`src/shared/sdes_defines.svh`:
```
// constant macros for the drop event status block
`ifndef SDES_DEFINES_SVH
`define SDES_DEFINES_SVH
`define SDES_ADDR_MASK 12'h000
`define SDES_ADDR_PEND 12'h004
`define SDES_MASK_RST 1'h1
`define SDES_B_REASON_HI 14
`define SDES_B_REASON_LO 11
`define SDES_B_PORT_HI 10
`define SDES_B_PORT_LO 9
`define SDES_B_VALID 8
`define SDES_A_REASON_HI 7
`define SDES_A_REASON_LO 4
`define SDES_A_PORT_HI 3
`define SDES_A_PORT_LO 2
`define SDES_A_VALID 1
`define SDES_PENDING 0
`define SDES_VID_NULL 12'hfff
`endif

```
`src/shared/sdes_pkg.sv`:
```
// types for the drop event status block
package sdes_pkg;
  typedef logic [3:0] sdes_code_t;
  typedef logic [1:0] sdes_port_t;
  // one packet's drop-decision inputs, presented for a single cycle
  typedef struct packed {
    logic valid;
    sdes_port_t srcPort;
    sdes_port_t dstPort;
    logic daFound;
    logic daBcast;
    logic daMcast;
    logic daFilter;
    logic untaggedOrPrio;
    logic tagOnlyEn;
    logic memberCheckEn;
    logic admitNonMember;
    logic srcMember;
    logic dstMember;
    logic srcFwd;
    logic dstFwd;
    logic dropUnknownEn;
    logic filterMcastEn;
    logic bcastOverLimit;
    logic [11:0] vlanId;
  } sdes_pkt_t;
  typedef struct packed {
    logic valid;
    sdes_code_t reason;
    sdes_port_t port;
  } sdes_slot_t;
endpackage

```
`src/hdl/sdes_drop_status.sv`:
```
// drop event capture, status register and APB slave
//
// Notes on behaviour
// - slot B reason in bits 14:11
// - 0000 tagged-only admission, untagged packet
// - 0001/0101 source non-member, unknown/known destination
// - 0010/0011/1001 port not forwarding cases
// - 0100 known destination port not member
// - 0110 unknown unicast, 0111 unknown multicast
// - 1000 broadcast over throttle limit
// - 1010 same port, 1011 filter flag
// - 1110 VLAN FFFh; reserved codes never produced
// - slot B source port in bits 10:9
// - bit 8 is slot B valid
// - slot A reason in bits 7:4
// - slot A source port in bits 3:2
// - bit 1 is slot A valid
// - bit 0 pending on any drop
// - mask bit, reset set, gates interrupt
// - two slots double buffer the status
//
// Implementation choices: register access over APB and the placing of the registers.
`timescale 1ns/10ps
`include "sdes_defines.svh"
module sdes_drop_status (
  input wire logic sys_clk, // 200 MHz core clock
  input wire logic reset, // synchronous, active high
  input wire sdes_pkg::sdes_pkt_t pkt, // packet decision inputs
  input wire logic psel, // apb select
  input wire logic penable, // apb access phase
  input wire logic pwrite, // apb direction
  input wire logic [11:0] paddr, // apb byte address
  input wire logic [31:0] pwdata, // apb write data
  output logic [31:0] prdata, // apb read data
  output logic pready, // apb ready
  output logic pslverr, // apb error, unmapped address
  output logic dropIrq, // drop interrupt request, high active
  output logic dropStrobe // one pulse per recorded drop
);
  import sdes_pkg::*;

  // limitation: with both slots full, further drops are not kept;
  // only the pending bit records that they happened
  // capture slots; index 0 is slot A, index 1 is slot B
  sdes_slot_t slot_ff [2];
  sdes_slot_t nxt_slot [2];
  logic pending_ff;
  logic nxt_pending;
  logic mask_ff;
  logic nxt_mask;
  logic [31:0] prdata_ff;
  logic [31:0] nxt_prdata;
  logic pready_ff;
  logic nxt_pready;
  logic pslverr_ff;
  logic nxt_pslverr;
  logic irq_ff;
  logic nxt_irq;
  logic strobe_ff;
  logic nxt_strobe;

  // drop causes, one wire each; several can be true for one packet
  // vlan id fff is refused before any other check
  wire vidNull = pkt.vlanId == `SDES_VID_NULL;
  // untagged or priority-only frame while tagged_only_admission is on
  wire tagOnlyHit = pkt.tagOnlyEn && pkt.untaggedOrPrio;
  // ingress membership refused for the source port
  wire srcRejected = pkt.memberCheckEn && !pkt.admitNonMember && !pkt.srcMember;
  // flooded frame from a port that is not forwarding
  wire floodSrcBlocked = !pkt.daFound && !pkt.srcFwd;
  // broadcast beyond the throttle budget
  wire bcastThrottled = !pkt.daFound && pkt.daBcast && pkt.bcastOverLimit;
  // unicast destination missing from the address_lookup_table
  wire unknownUcast = !pkt.daFound && !pkt.daBcast && !pkt.daMcast &&
    pkt.dropUnknownEn;
  // multicast destination missing while multicast filtering is on
  wire unknownMcast = !pkt.daFound && pkt.daMcast && pkt.filterMcastEn;
  // known destination entry carries the filter flag
  wire knownFiltered = pkt.daFound && pkt.daFilter;
  // known destination, source port not forwarding
  wire knownSrcBlocked = pkt.daFound && !pkt.srcFwd;
  // known destination, destination port not forwarding
  wire knownDstBlocked = pkt.daFound && !pkt.dstFwd;
  // known destination port outside the incoming vlan
  wire dstRejected = pkt.daFound && pkt.memberCheckEn && !pkt.dstMember;
  // known destination resolves back to the ingress port
  wire samePort = pkt.daFound && (pkt.srcPort == pkt.dstPort);

  // any cause at all means the packet is dropped
  wire dropHit = vidNull || tagOnlyHit || srcRejected || floodSrcBlocked ||
    bcastThrottled || unknownUcast || unknownMcast || knownFiltered ||
    knownSrcBlocked || knownDstBlocked || dstRejected || samePort;

  // one code per packet; priority follows the lookup pipeline order
  // reserved codes c, d and f have no path here
  sdes_code_t dropCode;
  assign dropCode = vidNull ? 4'he :
    tagOnlyHit ? 4'h0 :
    (srcRejected && pkt.daFound) ? 4'h5 :
    srcRejected ? 4'h1 :
    floodSrcBlocked ? 4'h9 :
    bcastThrottled ? 4'h8 :
    unknownUcast ? 4'h6 :
    unknownMcast ? 4'h7 :
    knownFiltered ? 4'hb :
    knownSrcBlocked ? 4'h2 :
    knownDstBlocked ? 4'h3 :
    dstRejected ? 4'h4 :
    4'ha;

  // a drop counts only in the cycle that carries the packet
  wire dropEvent = pkt.valid && dropHit;

  // register decode; only an access cycle without ready acts, so a held
  // access phase acts again every second cycle and can clear the status twice
  wire access = psel && penable;
  wire firstAccess = access && !pready_ff;
  wire hitMask = paddr == `SDES_ADDR_MASK;
  wire hitPend = paddr == `SDES_ADDR_PEND;
  wire unmapped = !hitMask && !hitPend;
  wire rdPend = firstAccess && !pwrite && hitPend;
  wire wrMask = firstAccess && pwrite && hitMask;

  // status word as software sees it; upper bits read as zero
  logic [31:0] pendWord;
  assign pendWord[31:15] = 17'h0;
  assign pendWord[`SDES_B_REASON_HI:`SDES_B_REASON_LO] = slot_ff[1].reason;
  assign pendWord[`SDES_B_PORT_HI:`SDES_B_PORT_LO] = slot_ff[1].port;
  assign pendWord[`SDES_B_VALID] = slot_ff[1].valid;
  assign pendWord[`SDES_A_REASON_HI:`SDES_A_REASON_LO] = slot_ff[0].reason;
  assign pendWord[`SDES_A_PORT_HI:`SDES_A_PORT_LO] = slot_ff[0].port;
  assign pendWord[`SDES_A_VALID] = slot_ff[0].valid;
  assign pendWord[`SDES_PENDING] = pending_ff;
  wire [31:0] maskWord = {31'h0, mask_ff};
  wire [31:0] rdData = hitPend ? pendWord : (hitMask ? maskWord : 32'h0);

  // fresh capture for whichever slot takes the event
  sdes_slot_t fresh;
  assign fresh = '{valid: 1'h1, reason: dropCode, port: pkt.srcPort};

  // a slot being read out counts as free, so an event in the read
  // cycle survives the clear and lands in slot A
  logic [1:0] slotFree;
  logic [1:0] lowerFull;
  logic [1:0] slotTake;

  genvar gi;
  generate
    for (gi = 0; gi < 2; gi++)
    begin : g_slot
      assign slotFree[gi] = rdPend || !slot_ff[gi].valid;
      if (gi == 0)
      begin : g_first
        assign lowerFull[gi] = 1'h1;
      end
      else
      begin : g_next
        assign lowerFull[gi] = lowerFull[gi - 1] && !slotFree[gi - 1];
      end
      // first free slot wins; with both full the event is not kept
      assign slotTake[gi] = dropEvent && slotFree[gi] && lowerFull[gi];
      assign nxt_slot[gi] = slotTake[gi] ? fresh : (rdPend ? '0 : slot_ff[gi]);

      always_ff @(posedge sys_clk)
      begin
        if (reset)
        begin
          slot_ff[gi] <= '0;
        end
        else
        begin
          slot_ff[gi] <= nxt_slot[gi];
        end
      end
    end
  endgenerate

  // the set wins over a read in the same cycle
  assign nxt_pending = dropEvent || (pending_ff && !rdPend);
  assign nxt_mask = wrMask ? pwdata[0] : mask_ff;
  // one wait state: ready follows the first access cycle by one edge
  assign nxt_pready = firstAccess;
  assign nxt_pslverr = firstAccess && unmapped;
  // snapshot before the clear; zero outside the ready cycle
  assign nxt_prdata = (firstAccess && !pwrite) ? rdData : 32'h0;
  // mask from the previous cycle; the status is never touched by it
  assign nxt_irq = nxt_pending && !mask_ff;
  assign nxt_strobe = dropEvent;

  // pending flag
  always_ff @(posedge sys_clk)
  begin
    if (reset)
    begin
      pending_ff <= 1'h0;
    end
    else
    begin
      pending_ff <= nxt_pending;
    end
  end

  // interrupt mask, set out of reset so nothing fires before setup
  always_ff @(posedge sys_clk)
  begin
    if (reset)
    begin
      mask_ff <= `SDES_MASK_RST;
    end
    else
    begin
      mask_ff <= nxt_mask;
    end
  end

  // read data register
  always_ff @(posedge sys_clk)
  begin
    if (reset)
    begin
      prdata_ff <= 32'h0;
    end
    else
    begin
      prdata_ff <= nxt_prdata;
    end
  end

  // ready pulse; it also blocks an action in the cycle right after one in a held access
  always_ff @(posedge sys_clk)
  begin
    if (reset)
    begin
      pready_ff <= 1'h0;
    end
    else
    begin
      pready_ff <= nxt_pready;
    end
  end

  // error pulse for unmapped addresses
  always_ff @(posedge sys_clk)
  begin
    if (reset)
    begin
      pslverr_ff <= 1'h0;
    end
    else
    begin
      pslverr_ff <= nxt_pslverr;
    end
  end

  // interrupt request level
  always_ff @(posedge sys_clk)
  begin
    if (reset)
    begin
      irq_ff <= 1'h0;
    end
    else
    begin
      irq_ff <= nxt_irq;
    end
  end

  // one pulse per recorded drop, even when no slot keeps it
  always_ff @(posedge sys_clk)
  begin
    if (reset)
    begin
      strobe_ff <= 1'h0;
    end
    else
    begin
      strobe_ff <= nxt_strobe;
    end
  end

  // every output comes straight from a flop
  assign prdata = prdata_ff;
  assign pready = pready_ff;
  assign pslverr = pslverr_ff;
  assign dropIrq = irq_ff;
  assign dropStrobe = strobe_ff;
endmodule // sdes_drop_status

```
`config.mk`:
```
export PLATFORM = sky130hd
export DESIGN_NAME = sdes_drop_status
export DESIGN_NICKNAME = d
export VERILOG_FILES = /design/src/shared/sdes_pkg.sv /design/src/hdl/sdes_drop_status.sv
export VERILOG_INCLUDE_DIRS = /design/src /design/src/shared
export SDC_FILE = /design/constraint.sdc
export NUM_CORES = 1
export LEC_CHECK = 0
export BUFFER_PORTS_ARGS = -buffer_cell sky130_fd_sc_hd__buf_4
export CAP_MARGIN = 0
export CORE_ASPECT_RATIO = 0.75
export CORE_MARGIN = 3
export CORE_UTILIZATION = 44
export DETAILED_ROUTE_END_ITERATION = 16
export GPL_TIMING_DRIVEN = 0
export PLACE_DENSITY = 0.85
export SETUP_SLACK_MARGIN = 0.3
export SLEW_MARGIN = 20
export SYNTH_ARGS = -nofsm -noshare
export SYNTH_HDL_FRONTEND = slang
export SYNTH_SLANG_ARGS = --single-unit
```
`constraint.sdc`:
```
create_clock -name sys_clk -period 2.5 [get_ports sys_clk]
set_clock_uncertainty 0.05 [all_clocks]
set_input_delay 0.125 -clock sys_clk [delete_from_list [all_inputs] [get_ports sys_clk]]
set_output_delay 0.125 -clock sys_clk [all_outputs]
set_load 0.02 [all_outputs]
```
# == Yosys cells after proc, flatten, opt, wreduce, memory -nomap -nowiden ==
# Memory sizes are Yosys's and may differ from the RTL's.
# Index checks and enable logic that the tools add are counted.
# word_totals
ramBits,14
output_inout_bits,36
mem_count,1
input_bits,81
register_bits,38
word_cells,104
# mem_list
memory,depth,width,rd,rd_clocked_by_memory_dff,wr,line,source
slot_ff,2,7,2,0,2,sdes_drop_status.sv:45,sdes_slot_t slot_ff [2];
# classes
n_mux,23
n_reduce_logical,66
bitwise,3
n_eq_ne,3
# op_table
op,count
$mux 4,12
$mux 7,6
$logic_and 1x1->1,32
$logic_not 1->1,17
$mux 15,1
$logic_or 1x1->1,14
$eq 12x12->1 const B,1
$eq 12x3->1 const B,1
$logic_not 12->1,1
$mux 1,4
$reduce_or 3->1,1
$eq 2x2->1,1
$or 1x1->1,2
$reduce_or 2->1,1
$not 1->1,1

# == Logic depth before layout (Yosys ltp) ==
# depth
word_depth,18
depth_mapped,6
ltp_nobuf,5

# == Least setup slack after synthesis ==
# Ideal clock, no wire load.
# synth_path
path_type,reg2reg
from,"register pready_ff, in the netlist pready"
to,memory slot_ff[1][2] in the netlist's numbering
path_buffers,0
arrival_time_ns,1.535
path_slack_ns,0.792
stages_incl_launch_ff,6
required_ns,2.327
path_cell_list,dfxtp_1 and4b_1 nand4_1 and2_1 nand3_1 mux2_1
# synth_rtl
item,line,source
start: declaration,sdes_drop_status.sv:53,logic pready_ff;
start signal: assignment,sdes_drop_status.sv:238,pready_ff <= nxt_pready;
end: declaration,sdes_drop_status.sv:45,

==> metrics.txt <==
hold slack final approximately 0.019 ns; TritonCTS Buffers 5; Synth Area per Inst 9.02 um2; post-cts gate resize count 0; antenna violations before repair 0; drt total wl 3.94 mm; gpl congestion approximately 0.84; register area share after synthesis 0.425; Mapped Area roughly 1700 um2; PwrDens 547 nW/um2; Die X 76.7 um; first-pass iteration count of the detailed router 4; crit path max-delay cell type mux2_1; Critical Path Start Type register; endpoints failing hold 0; Seq pwr share 0.442; P_leak approximately 1.1 nW; post-synth top area cell dfxtp_1; clk root buf clkbuf_8; sw frac 0.236; number of global-route vias before repair about 1.5k; Rel. slew slack 0.541; max-slew violations 0; core area between 3000 and 4000 um2; CP delay by family, top simple AND/OR/NAND/NOR gates; Clock Sinks 35; Die ar. roughly 4500 um2; DRC violations left 0; yosys warns 0; share of layout cells above drive strength 1 0.364; Total Routing Usage GR 0.177; CP Capture Type register; Critical Path RT 2.63 ns; hpwl dp around 3.3 mm; Synth cell types 48; first-pass GRT wire length between 6 and 7 mm; min cycle time layout between 1.5 and 2 ns; hold path start pwdata[0]; RR Endpoint slot_ff[1][2]$_SDFFE_PP0P_; most used flip-flop cell after synthesis dfxtp_1; Max Clock Freq between 500 and 600 MHz; crit path capture slot_ff[1][2]$_SDFFE_PP0P_; Final Power between 1 and 1.5 mW; area occupied by registers approximately 700 um2; # setup viols final 0; total setup buffers inserted after CTS 0; final core occ 0.697; Switch Pwr 0.310 mW; Port Buffers between 60 and 70; Overflow after GRT 0; Area Overhead vs Synth 45.5%; H-tree levels 2; share of the synthesized area in the top cell type 0.425; diodes inserted 0; Internal Power roughly 1.0 mW; reg2reg start pready$_SDFF_PP0_; Largest stage delay, worst path ~0.34 ns; largest net degree at the start of global routing 12; Site Rows 18; Worst Tran Pin Value 0.683 ns; CP startpoint pready$_SDFF_PP0_; initial detailed-routing violation count 121; crit-path max FO 9; Combinational Power Share 0.163; CP Class reg -> reg; starting density of the core 0.479; Buf/Inv on CP 0; clk buf depth 2; Nets ~360; Multi-input gate area around 840 um2; status finished clean; CTS hold repair buffers 0; R2R depth 5; RSZ-0062 raised after global routing false; worst skew pair latency between 0.2 and 0.3 ns; Vias roughly 1.6k; Avg WL per Cell roughly 12 um; Max-Cap Viols 0; worst hold path type in -> reg; Async SR Flop Fraction 0; VDD IR max 0.000397 V; largest cells by area after synthesis dfxtp_1 (42%), buf_4 (7.7%), and2_1 (5.7%), nand2_1 (3.9%), mux2i_1 (3.0%); # fillers around 290; Final ANT Viol Nets 0; crit share post-route 0.750; Via density 4.89; EDFF count, synth 0; die height 59.0 um; r2r setup slk slightly above 0.6 ns; # IOs around 120; clock share of power 0.394; Critical Path AT 2.00 ns; CTS tree done; Yosys reg bits 35; Worst path depth 5; critical-path cell list and4b_1 > nand4_1 > and2_1 > nand3_1 > mux2_1; Reg clk slew, reported paths about 0.07 ns; setup TNS 0 ns; Gate Count Post-Synth roughly 180
-- per-layer routing --
metal	global-route usage	vias up	routed length (um)
met4	0.0336	0	25
met2	0.285	75	1760
met1	0.228	706	1720
met3	0.0699	8	429
met5	0	-	0
li1	-	801	-
-- worst reg2reg max path, delay by kind of cell, from the launching register on --
| kind | cells | cell delay, ns |
|---|---|---|
| and+or+nand+nor | 4 | 1.07 |
| DFF | 1 | 0.32 |
| muxes | 1 | 0.34 |
-- cell families after synthesis --
group / synth area share
muxes: 0.0372
and+or+nand+nor: 0.279
other: 0.00227
AOI/OAI and AO/OA: 0.145
xor gates and xnor gates: 0.0106
DFF: 0.425
buffers and inverters: 0.102
-- cell usage in the layout (no fill, tap or decap), types with 3 or more instances in the layout --
cell      instances
buf_4            85
dfxtp_1          35
nand2_1          17
conb_1           17
and2_1           15
nor2_1            8
inv_1             7
nor3_1            7
nand4_1           6
a21oi_1           6
clkbuf_8          6
nor2b_1           5
o21ai_0           5
mux2i_1           5
nand3_1           4
nor3b_1           3
o32ai_1           3
-- power groups by stage --
stage               logic, mW  registers, mW  clock network (mW)
finish                  0.215          0.581               0.518
global route            0.233          0.583               0.554
CTS                     0.212          0.581               0.520
detailed placement      0.211          0.594                   0
global placement        0.207          0.593                   0
floorplan               0.119          0.594                   0
-- synth_stat cells, types with 2 or more instances --
cell type	number
nor2b_1	5
and2_1	15
nand4_1	6
nand2b_1	2
buf_2	2
nand3_1	4
nor3b_1	3
a211o_1	2
nand2_1	17
nor3_1	7
dfxtp_1	35
xnor2_1	2
or4_1	2
o21ai_0	5
a32o_1	2
inv_1	7
o32ai_1	3
a21oi_1	6
nor4_2	2
mux2i_1	5
buf_4	17
nor2_1	8
-- how the worst min path moves through the flow --
stage	end	slack [ns]	depth (start not counted)
6_report	mask_ff$_SDFFE_PP1P_	0.02	3
5_1_grt	mask_ff$_SDFFE_PP1P_	0.04	3
4_1_cts	mask_ff$_SDFFE_PP1P_	0.03	3
3_5_place_dp	mask_ff$_SDFFE_PP1P_	0.33	3
3_3_place_gp	mask_ff$_SDFFE_PP1P_	0.30	3
2_1_floorplan	mask_ff$_SDFFE_PP1P_	0.20	2
-- sequential cells by signal, indices dropped and copies added, names as in the netlist --
register,cells
prdata,15
mask_ff,1
dropIrq,1
dropStrobe,1
pready,1
pending_ff,1
pslverr,1
slot_ff,14
-- through the flow --
| step | std cells | instance area, um2 | setup WS (ns) |
|---|---|---|---|
| 2_1_floorplan | 199 | 1710 | 0.792 |
| 3_3_place_gp | 317 | 2280 | 0.604 |
| 3_5_place_dp | 317 | 2280 | 0.607 |
| 4_1_cts | 325 | 2400 | 0.642 |
| 5_1_grt | 325 | 2400 | 0.514 |
| 6_report | 325 | 2400 | 0.624 |
-- cell type report --
cell class | instances | area share
Multi-Input combinational cell | 137 | 0.351
Sequential cell | 35 | 0.292
Timing Repair Buffer | 68 | 0.213
Buffer | 20 | 0.0589
Clock buffer | 6 | 0.0344
Tap cell | 50 | 0.0261
Clock inverter | 2 | 0.0146
Inverter | 7 | 0.0109
(Power assumes the default switching activity.)
